File: src/hpmrc_pkg.sv
// Constants and types for halt, power mode and reset control
package hpmrc_pkg;
    // Halt mode select encodings
    typedef enum logic [1:0] {
        MODE_LIGHT_SLEEP = 2'h0,
        MODE_TIMER_SLEEP = 2'h1,
        MODE_STOP        = 2'h2,
        MODE_RUN         = 2'h3
    } hpmrc_mode_t;

    // Sequencer states
    typedef enum logic [2:0] {
        ST_RESET   = 3'h0,
        ST_RECOVER = 3'h1,
        ST_RUN     = 3'h2,
        ST_HALT    = 3'h3,
        ST_SLEEP   = 3'h4,
        ST_WAKE    = 3'h5,
        ST_SERVICE = 3'h6
    } hpmrc_state_t;

    // Reset timing counts in clock cycles
    localparam int unsigned RST_MIN_PLAIN   = 3;
    localparam int unsigned RST_MIN_STRETCH = 2;
    localparam int unsigned RST_STRETCH     = 16;
    localparam int unsigned RST_CNT_W       = 5;
    localparam logic [1:0]  RST_RECOVER_LAST = 2'h1;

    // Halt NOP loop and I/O cycle positions
    localparam logic [1:0]  NOP_T4_POS   = 2'h3;
    localparam logic [2:0]  IO_T1_POS    = 3'h1;
    localparam logic [2:0]  IO_WAIT_POS  = 3'h3;
    localparam logic [2:0]  IO_LAST_POS  = 3'h4;
    localparam logic [15:0] RESET_VECTOR = 16'h0000;
endpackage

File: src/hpmrc_rst_stretch.sv
// Reset acceptance and internal reset stretching
`timescale 1ns/10ps
`default_nettype none
module hpmrc_rst_stretch (
    // Clock and reset
    input  wire logic sys_clk_i,
    input  wire logic reset_n_i,
    // Synchronised reset pin level and option
    input  wire logic pin_low_i,
    input  wire logic stretch_en_i,
    // Accepted reset
    output logic      rst_act_o
);
    import hpmrc_pkg::*;

    typedef struct packed {
        logic [RST_CNT_W-1:0] cnt;
        logic                 act;
    } hpmrc_rs_t;

    hpmrc_rs_t rs_q;
    hpmrc_rs_t rs_d;
    logic [RST_CNT_W-1:0] need;

    // Count low cycles, accept, then stretch
    always_comb begin
        rs_d = rs_q;
        need = stretch_en_i ? RST_CNT_W'(RST_MIN_STRETCH) : RST_CNT_W'(RST_MIN_PLAIN);
        if (pin_low_i || rs_q.act) begin
            if (rs_q.cnt != {RST_CNT_W{1'b1}}) begin
                rs_d.cnt = rs_q.cnt + RST_CNT_W'(1);
            end
        end else begin
            rs_d.cnt = '0;
        end
        if (pin_low_i && rs_d.cnt >= need) begin
            rs_d.act = 1'b1;
        end else if (!pin_low_i && rs_q.act) begin
            // Strictly past the count so the internal reset itself lasts the full stretch
            if (!stretch_en_i || rs_q.cnt > RST_CNT_W'(RST_STRETCH)) begin
                rs_d.act = 1'b0;
                rs_d.cnt = '0;
            end
        end
    end

    // State register
    always_ff @(posedge sys_clk_i) begin
        if (!reset_n_i) begin
            rs_q <= '0;
        end else begin
            rs_q <= rs_d;
        end
    end

    assign rst_act_o = rs_q.act;
endmodule
`default_nettype wire

File: src/hpmrc_top.sv
// Halt power mode, halt release, reset cycle and I/O wait control
`timescale 1ns/10ps
`default_nettype none
module hpmrc_top (
    // Clock and reset
    input  wire logic                    sys_clk_i,
    input  wire logic                    reset_n_i,
    // Pins from the system
    input  wire logic                    ext_reset_n_i,
    input  wire logic                    nmi_n_i,
    input  wire logic                    int_n_i,
    // Configuration and core status
    input  wire hpmrc_pkg::hpmrc_mode_t  halt_mode_select_i,
    input  wire logic                    reset_out_en_i,
    input  wire logic                    int_enable_i,
    input  wire logic                    halt_instr_i,
    // I/O cycle from core
    input  wire logic                    io_start_i,
    input  wire logic                    io_onchip_i,
    input  wire logic [7:0]              onchip_data_i,
    // Clock enables
    output logic                         cgc_run_o,
    output logic                         clk_out_en_o,
    output logic                         sys_clk_en_o,
    output logic                         ctc_clk_en_o,
    output logic                         wdt_clk_en_o,
    // Halt and interrupt status
    output logic                         halt_n_o,
    output logic                         nop_exec_o,
    output logic                         int_ack_o,
    output logic                         nmi_ack_o,
    output logic                         iff_set_o,
    output logic                         svc_start_o,
    // Reset outputs
    output logic                         core_rst_o,
    output logic                         bus_float_o,
    output logic                         pc_clear_o,
    output logic [15:0]                  fetch_addr_o,
    // I/O cycle outputs
    output logic                         io_wait_o,
    output logic                         dbus_oe_o,
    output logic [7:0]                   dbus_o
);
    import hpmrc_pkg::*;

    typedef struct packed {
        logic         rst_m, rst_s, nmi_m, nmi_s, nmi_p, int_m, int_s, nmi_pend;
        hpmrc_state_t st;
        logic [1:0]   tcnt, rcnt;
        logic [2:0]   iocnt;
        logic         clock_gen_unit, clko, sysc, counter_timer_unit, wdt;
        logic         halt_n, nop, int_ack, nmi_ack, iff_set, svc;
        logic         core_rst, bus_float, pc_clear;
        logic [15:0]  faddr;
        logic         io_wait, dbus_oe;
        logic [7:0]   dbus;
    } hpmrc_core_t;

    localparam hpmrc_core_t CORE_RESET = '{
        rst_m: 1'b1, rst_s: 1'b1, nmi_m: 1'b1, nmi_s: 1'b1, nmi_p: 1'b1,
        int_m: 1'b1, int_s: 1'b1, nmi_pend: 1'b0, st: ST_RESET,
        tcnt: 2'h0, rcnt: 2'h0, iocnt: 3'h0,
        clock_gen_unit: 1'b1, clko: 1'b1, sysc: 1'b1, counter_timer_unit: 1'b1, wdt: 1'b1,
        halt_n: 1'b1, nop: 1'b0, int_ack: 1'b0, nmi_ack: 1'b0, iff_set: 1'b0, svc: 1'b0,
        core_rst: 1'b1, bus_float: 1'b1, pc_clear: 1'b0, faddr: RESET_VECTOR,
        io_wait: 1'b0, dbus_oe: 1'b0, dbus: 8'h00};

    hpmrc_core_t core_q;
    hpmrc_core_t core_d;
    logic        rst_act;
    logic        nmi_fall;
    logic        wake_req;

    hpmrc_rst_stretch u_stretch (
        .sys_clk_i    (sys_clk_i),
        .reset_n_i    (reset_n_i),
        .pin_low_i    (!core_q.rst_s),
        .stretch_en_i (reset_out_en_i),
        .rst_act_o    (rst_act)
    );

    // Next-state logic for sequencer, clocks and I/O cycle
    always_comb begin
        core_d = core_q;
        core_d.int_ack = 1'b0;
        core_d.nmi_ack = 1'b0;
        core_d.iff_set = 1'b0;
        core_d.svc = 1'b0;
        core_d.pc_clear = 1'b0;
        core_d.io_wait = 1'b0;
        // Pin synchronisers
        core_d.rst_m = ext_reset_n_i;
        core_d.rst_s = core_q.rst_m;
        core_d.nmi_m = nmi_n_i;
        core_d.nmi_s = core_q.nmi_m;
        core_d.nmi_p = core_q.nmi_s;
        core_d.int_m = int_n_i;
        core_d.int_s = core_q.int_m;
        nmi_fall = core_q.nmi_p && !core_q.nmi_s;
        wake_req = core_q.nmi_pend || nmi_fall || !core_q.int_s;
        if (nmi_fall) begin
            core_d.nmi_pend = 1'b1;
        end
        unique case (core_q.st)
            ST_RESET: begin
                if (!rst_act) begin
                    core_d.st = ST_RECOVER;
                    core_d.rcnt = 2'h0;
                    core_d.bus_float = 1'b0;
                end
            end
            ST_RECOVER: begin
                core_d.rcnt = core_q.rcnt + 2'h1;
                if (core_q.rcnt == RST_RECOVER_LAST) begin
                    core_d.st = ST_RUN;
                    core_d.core_rst = 1'b0;
                    core_d.pc_clear = 1'b1;
                    core_d.faddr = RESET_VECTOR;
                end
            end
            ST_RUN: begin
                if (halt_instr_i) begin
                    core_d.halt_n = 1'b0;
                    core_d.nop = 1'b1;
                    core_d.tcnt = 2'h0;
                    unique case (halt_mode_select_i)
                        MODE_LIGHT_SLEEP: begin
                            core_d.st = ST_SLEEP;
                            {core_d.clock_gen_unit, core_d.clko, core_d.sysc} = 3'h4;
                            {core_d.counter_timer_unit, core_d.wdt} = 2'h0;
                        end
                        MODE_TIMER_SLEEP: begin
                            core_d.st = ST_SLEEP;
                            {core_d.clock_gen_unit, core_d.clko, core_d.sysc} = 3'h6;
                            {core_d.counter_timer_unit, core_d.wdt} = 2'h2;
                        end
                        MODE_STOP: begin
                            core_d.st = ST_SLEEP;
                            {core_d.clock_gen_unit, core_d.clko, core_d.sysc} = 3'h0;
                            {core_d.counter_timer_unit, core_d.wdt} = 2'h0;
                        end
                        MODE_RUN: begin
                            core_d.st = ST_HALT;
                        end
                    endcase
                end
            end
            ST_SLEEP: begin
                if (wake_req) begin
                    core_d.st = ST_WAKE;
                    {core_d.clock_gen_unit, core_d.clko, core_d.sysc, core_d.counter_timer_unit, core_d.wdt} = 5'h1F;
                end
            end
            ST_WAKE: begin
                core_d.st = ST_HALT;
                core_d.tcnt = 2'h0;
            end
            ST_HALT: begin
                core_d.tcnt = core_q.tcnt + 2'h1;
                if (core_q.tcnt == NOP_T4_POS) begin
                    if (core_q.nmi_pend) begin
                        core_d.nmi_ack = 1'b1;
                        core_d.nmi_pend = nmi_fall;
                        core_d.st = ST_SERVICE;
                        core_d.halt_n = 1'b1;
                        core_d.nop = 1'b0;
                    end else if (!core_q.int_s && int_enable_i) begin
                        core_d.int_ack = 1'b1;
                        core_d.iff_set = 1'b1;
                        core_d.st = ST_SERVICE;
                        core_d.halt_n = 1'b1;
                        core_d.nop = 1'b0;
                    end else if (halt_mode_select_i != MODE_RUN && !wake_req) begin
                        core_d.st = ST_RUN;
                        core_d.halt_n = 1'b1;
                        core_d.nop = 1'b0;
                    end
                end
            end
            ST_SERVICE: begin
                core_d.svc = 1'b1;
                core_d.st = ST_RUN;
            end
            default: begin
                core_d.st = ST_RESET;
            end
        endcase
        // Halt left after an unaccepted wake returns to RUN with the NOP loop cleared
        if (core_q.st == ST_RUN && core_d.st == ST_RUN && core_q.nop) begin
            core_d.nop = 1'b0;
        end
        // I/O cycle: T1, T2, automatic wait, T3
        if (core_q.iocnt != 3'h0) begin
            core_d.iocnt = (core_q.iocnt == IO_LAST_POS) ? 3'h0 : core_q.iocnt + 3'h1;
        end else if (io_start_i) begin
            core_d.iocnt = IO_T1_POS;
            core_d.dbus_oe = io_onchip_i;
        end
        core_d.io_wait = (core_d.iocnt == IO_WAIT_POS);
        if (core_d.iocnt == 3'h0) begin
            core_d.dbus_oe = 1'b0;
        end
        if (core_d.dbus_oe) begin
            core_d.dbus = onchip_data_i;
        end
        // Accepted reset overrides state, clocks, halt, core reset, bus float, NMI latch and I/O cycle
        if (rst_act) begin
            core_d.st = ST_RESET;
            {core_d.clock_gen_unit, core_d.clko, core_d.sysc, core_d.counter_timer_unit, core_d.wdt} = 5'h1F;
            core_d.halt_n = 1'b1;
            core_d.nop = 1'b0;
            core_d.core_rst = 1'b1;
            core_d.bus_float = 1'b1;
            core_d.nmi_pend = 1'b0;
            core_d.iocnt = 3'h0;
            core_d.io_wait = 1'b0;
            core_d.dbus_oe = 1'b0;
        end
    end

    // State register
    always_ff @(posedge sys_clk_i) begin
        if (!reset_n_i) begin
            core_q <= CORE_RESET;
        end else begin
            core_q <= core_d;
        end
    end

    // Outputs straight from the state register
    assign cgc_run_o    = core_q.clock_gen_unit;
    assign clk_out_en_o = core_q.clko;
    assign sys_clk_en_o = core_q.sysc;
    assign ctc_clk_en_o = core_q.counter_timer_unit;
    assign wdt_clk_en_o = core_q.wdt;
    assign halt_n_o     = core_q.halt_n;
    assign nop_exec_o   = core_q.nop;
    assign int_ack_o    = core_q.int_ack;
    assign nmi_ack_o    = core_q.nmi_ack;
    assign iff_set_o    = core_q.iff_set;
    assign svc_start_o  = core_q.svc;
    assign core_rst_o   = core_q.core_rst;
    assign bus_float_o  = core_q.bus_float;
    assign pc_clear_o   = core_q.pc_clear;
    assign fetch_addr_o = core_q.faddr;
    assign io_wait_o    = core_q.io_wait;
    assign dbus_oe_o    = core_q.dbus_oe;
    assign dbus_o       = core_q.dbus;
endmodule
`default_nettype wire

File: config.mk
export PLATFORM = sky130hd
export DESIGN_NAME = hpmrc_top
export DESIGN_NICKNAME = d
export VERILOG_FILES = /design/src/hpmrc_pkg.sv /design/src/hpmrc_rst_stretch.sv /design/src/hpmrc_top.sv
export SDC_FILE = /design/constraint.sdc
export NUM_CORES = 1
export LEC_CHECK = 0
export BUFFER_PORTS_ARGS = -buffer_cell sky130_fd_sc_hd__buf_2
export CORE_MARGIN = 2
export CORE_UTILIZATION = 26
export DETAILED_ROUTE_END_ITERATION = 6
export SLEW_MARGIN = 10
export SYNTH_ARGS = -nofsm -noshare
export SYNTH_HDL_FRONTEND = slang
export SYNTH_SLANG_ARGS = --single-unit
File: constraint.sdc
create_clock -name sys_clk_i -period 2.75 [get_ports sys_clk_i]
set_input_delay 0.275 -clock sys_clk_i [delete_from_list [all_inputs] [get_ports sys_clk_i]]
set_output_delay 0.275 -clock sys_clk_i [all_outputs]
set_load 0.03 [all_outputs]
Word-level counts from Yosys, hierarchy flattened
Index checks and enable logic that the tools add are counted.
Widths: inputs -> output; s select.
{"block": "word_totals", "ff_bits": 47, "output_inout_bits": 40}
{"block": "classes", "n_addsub": 4, "order_cmp": 2, "n_mux": 43, "n_eq_ne": 22, "bitwise": 1, "n_reduce_logical": 37}
{"op": "$mux 5", "count": 6}
{"op": "$mux 3", "count": 9}
{"op": "$pmux 3 s7", "count": 1}
{"op": "$mux 17", "count": 1}
{"op": "$pmux 5 s3", "count": 1}
{"op": "$eq 3x2->1 const B", "count": 4}
{"op": "$eq 3x3->1 const B", "count": 4}
{"op": "$mux 1", "count": 12}
{"op": "$mux 6", "count": 2}
{"op": "$ne 2x2->1 const B", "count": 5}
{"op": "$pmux 5 s2", "count": 1}
{"op": "$reduce_and 2->1", "count": 5}
{"op": "$reduce_bool 2->1", "count": 5}
{"op": "$mux 2", "count": 4}
{"op": "$pmux 2 s2", "count": 2}
{"op": "$reduce_and 4->1", "count": 2}
{"op": "$logic_and 1x1->1", "count": 7}
{"op": "$mux 7", "count": 1}
{"op": "$eq 2x2->1 const B", "count": 3}
{"op": "$logic_not 3->1", "count": 2}
{"op": "$pmux 2 s3", "count": 1}
{"op": "$pmux 3 s2", "count": 1}
{"op": "$reduce_bool 3->1", "count": 2}
{"op": "$reduce_or 3->1", "count": 2}
{"op": "17 further kinds", "count": 26}

Logic depth before layout (Yosys ltp)
{"block": "logic_depth", "word_depth": 15, "mapped_depth": 8, "depth_no_buf": 8}

Modules after synthesis
A second synthesis with hierarchy kept.
{"block": "unflattened", "hier_cells": 255, "hier_area_um2": 2219.6}
{"module": "hpmrc_top", "cells_each": 211, "n_inst": 1, "area_each_um2": 1839.3}
{"module": "hpmrc_rst_stretch", "cells_each": 44, "n_inst": 1, "area_each_um2": 380.4}

Least setup slack after synthesis
Ideal clock, no wire load.
{"block": "synth_path", "path_type": "register to register", "startpoint": "register u_stretch.rs_q[2] (netlist bit)", "endpoint": "register u_stretch.rs_q (netlist bit u_stretch.rst_act_o)", "slack_ns": 0.903, "arrival_time_ns": 1.730, "setup_time_ns": 0.117, "synth_period_minus_slack_ns": 1.847, "path_stages_with_launch": 9, "cell_sequence": "dfxtp_1 > ha_1 > nand4_1 > xnor2_1 > nand2_1 > ha_1 > nor2b_1 > o221ai_1 > a32o_1"}
{"block": "synth_between", "elab_chain_cells": 7, "word_cells_on_any_way": 12}
{"element": "from (decl)", "line_no": "hpmrc_rst_stretch.sv:21", "rtl": "hpmrc_rs_t rs_q;"}
{"element": "from (signal assigned)", "line_no": "hpmrc_rst_stretch.sv:52", "rtl": "rs_q <= rs_d;"}
{"element": "$add 5x1->5 or $ne 5x5->1 (tied branches)", "line_no": "hpmrc_rst_stretch.sv:31, hpmrc_rst_stretch.sv:30"}
{"element": "$mux 5", "line_no": "hpmrc_rst_stretch.sv:30", "rtl": "if (rs_q.cnt != {RST_CNT_W{1'b1}}) begin"}
{"element": "$mux 5", "line_no": "hpmrc_rst_stretch.sv:29", "rtl": "if (pin_low_i || rs_q.act) begin"}
{"element": "$ge 5x5->1", "line_no": "hpmrc_rst_stretch.sv:36", "rtl": "if (pin_low_i && rs_d.cnt >= need) begin"}
{"element": "$logic_and 1x1->1", "line_no": "hpmrc_rst_stretch.sv:36"}
{"element": "$reduce_bool 2->1 (no source line)"}
{"element": "$reduce_and 2->1 (no source line)"}
Parallel ways exist; a longest one is shown, timed or not.
A chain may end at the register's enable or synchronous reset.

Worst setup path in the final report
Same ends and word-level chain as after synthesis.

==> qor.yml <==
preCtsSetupSlack_ns: 0.7482
yosys_warnings: 0
place_congestion: 0.8642
avgSynthCellArea_um2: 8.788
synth_adder_area_share_pct: 3.924
min_period_ns: 2.025
nets: 312
critPathBufInv: 0
min_path_type: "in2reg"
clock_latency_ns: 0.29
ctsHoldBuffers: 0
path_class: "reg2reg"
drt_iter0_drc: 42
antenna_found_initial: 0
start_util_pct: 27.03
overflow: 0
cts_tree: "yes"
viasPerCell: 4.536
synthSimpleGateAreaFrac_pct: 22.31
drtPass1Iterations: 4
leakagePower_nw: 1.041
drive_above_1_share_pct: 20.35
power.total_mw: 1.472
placed_cell_area_mm2: 0.002404
synthXorXnorAreaFrac_pct: 1.177
synth_area_leaders: "dfxtp_1 40%, buf_4 9.1%, mux2i_1 5.4%"
synth-seq-cells: 45
syn2layout_area_growth_pct: 11.55
fmax_mhz: 493.7
yosysTopAreaCell: "dfxtp_1"
slew_headroom_pct: 60.73
p_per_area_mw_per_mm2: 591.2
crit_fanout: 6
clock_sinks: 45
coreArea_mm2: 0.008258
tns_ns: 0
finalSetupViolCount: 0
grt_max_degree: 36
cts_root_buf: "clkbuf_8"
synth-compound-area-share_pct: 14.13
postRouteAntennaNets: 0
vdd_drop_max_uv: 223.5
syn-cell-area_mm2: 0.002232
cts_setup_buffers: 0
die_h_um: 96.66
path_clk_slew_ns: 0.08
setup_ws_ns: 0.7246
status: "complete, no violations"
rsz0062_at_grt: "no"
hold_viol: 0
ys_top_cells_by_count: "45 x dfxtp_1, 31 x nand2_1, 27 x buf_4, 13 x nor2_1"
synthFlopType: "dfxtp_1"
tightest_slew_ns: 0.5742
cpPeakStageDelay_ns: 0.40
yosysMostFrequentCell: "dfxtp_1"
io_pins: 60
n_antenna_cell: 0
fin_area_mm2: 0.002490
crit_required_ns: 2.94
die_area_mm2: 0.009342
endpoint_kind: "flop"
final_util_pct: 30.15
ctsLongestPathBuffers: 2
cts.repair.resized: 0
crit_family: "adder cells"
drc_errors: 0
num_vias: 1769
port_buffers: 43
synth_top_cell_area_share_pct: 40.36
async_flop_share_pct: 0
wl_mm: 4.308
grt_use_total_pct: 9.504
arrival_ns: 2.22
cp_slowest_cell: "dfxtp_1"
synthMuxAreaShare_pct: 5.381
cap_viol_max_count: 0
synth_top_family_by_area: "simple AND/OR/NAND/NOR gates"
synth-seq-area-share_pct: 40.36
cts_buffers: 5
path_cells: "ha_1, nand4_1, xnor2_1, nand2_1, ha_1, nor2b_1, o221ai_1, a32o_1"
grt_pass1_vias: 1719
synthCells: 254
rows: 33
timing.final.crit_share_pct: 73.65
die_x_um: 96.66
cts_max_level: 2
cp_common_cell: "ha_1"
dpl.hpwl_mm: 3.177
slew_violations: 0
synth_edf_count: 0
grt_pass1_wl_mm: 7.548
fin_worst_skew_ns: 0.003486
wl_per_cell_um: 11.05
synth_cell_types: 46
cp-start-kind: "flop"
## worst paths after layout
kind | start | to | slack [ns] | cells past startpoint
worst max-delay path | u_stretch.rs_q[2]$_SDFF_PN0_ | u_stretch.rst_act_o$_SDFFE_PN0P_ | 0.72 | 8
worst min register to register | core_d[51]$_SDFF_PN1_ | core_q[51]$_SDFF_PN1_ | 0.41 | 1
worst min-delay path | ext_reset_n_i | core_d[56]$_SDFF_PN1_ | 0.16 | 2
worst max register to register | u_stretch.rs_q[2]$_SDFF_PN0_ | u_stretch.rst_act_o$_SDFFE_PN0P_ | 0.72 | 8
## cell type report
type	count	area, µm²
Tap cell	105	131.4
Sequential cell	45	900.9
Fill cell	900	5768
Inverter	11	41.29
Multi-Input combinational cell	178	1107
Timing Repair Buffer	44	222.7
Clock buffer	7	86.33
## layout by cell type, fill, tap and decap left out, types with 2 or more instances in the layout
| master | instances |
|---|---|
| dfxtp_1 | 45 |
| buf_2 | 43 |
| nand2_1 | 31 |
| conb_1 | 16 |
| nor2_1 | 13 |
| nand2b_1 | 12 |
| mux2i_1 | 12 |
| a21oi_1 | 12 |
| inv_1 | 11 |
| nor2b_1 | 9 |
| o21ai_0 | 9 |
| nor3_1 | 7 |
| ha_1 | 7 |
| clkbuf_8 | 6 |
| nor3b_1 | 5 |
| a31oi_1 | 5 |
| nand3_1 | 4 |
| xnor2_1 | 3 |
| nand4_1 | 2 |
| a21oi_4 | 2 |
| nand3b_1 | 2 |
| o221ai_1 | 2 |
| a21boi_0 | 2 |
| a2111oi_0 | 2 |
## power by group
part | internal (mW) | leakage (nW) | switching (mW) | total (mW)
sequential | 0.692 | 0.367 | 0.0301 | 0.722
clock | 0.200 | 0.0443 | 0.213 | 0.412
combinational | 0.128 | 0.630 | 0.210 | 0.338
## per-stage QoR
stage                     instances  hold slack [ns]
after floorplan                 269           0.3765
after detailed placement        383           0.3963
after global routing            390           0.1680
after CTS                       390           0.1498
after global placement          383           0.3957
final                           390           0.1575
## state kept, by name (all words and copies together), names as in the netlist, 4 cells and up
signal,flops
u_stretch.rs_q,5
dbus_o,8
core_d,4
core_q,14
## layer usage
layer,wire length [µm],GRT usage [%],up-vias
li1,-,-,890
met1,2013,11.90,805
met2,1884,15.33,69
met3,355,3.179,5
met4,55,3.250,0
met5,0,0,-
## kinds of logic (layout without fill, tap and decap cells)
group	Yosys count	count (layout)
buffers and inverters	46	62
muxes	12	12
adders and majority gates	7	7
and+or+nand+nor	95	95
AOI/OAI and AO/OA	45	45
DFF	45	45
other	1	16
xor gates and xnor gates	3	3
(Power assumes the default switching activity.)
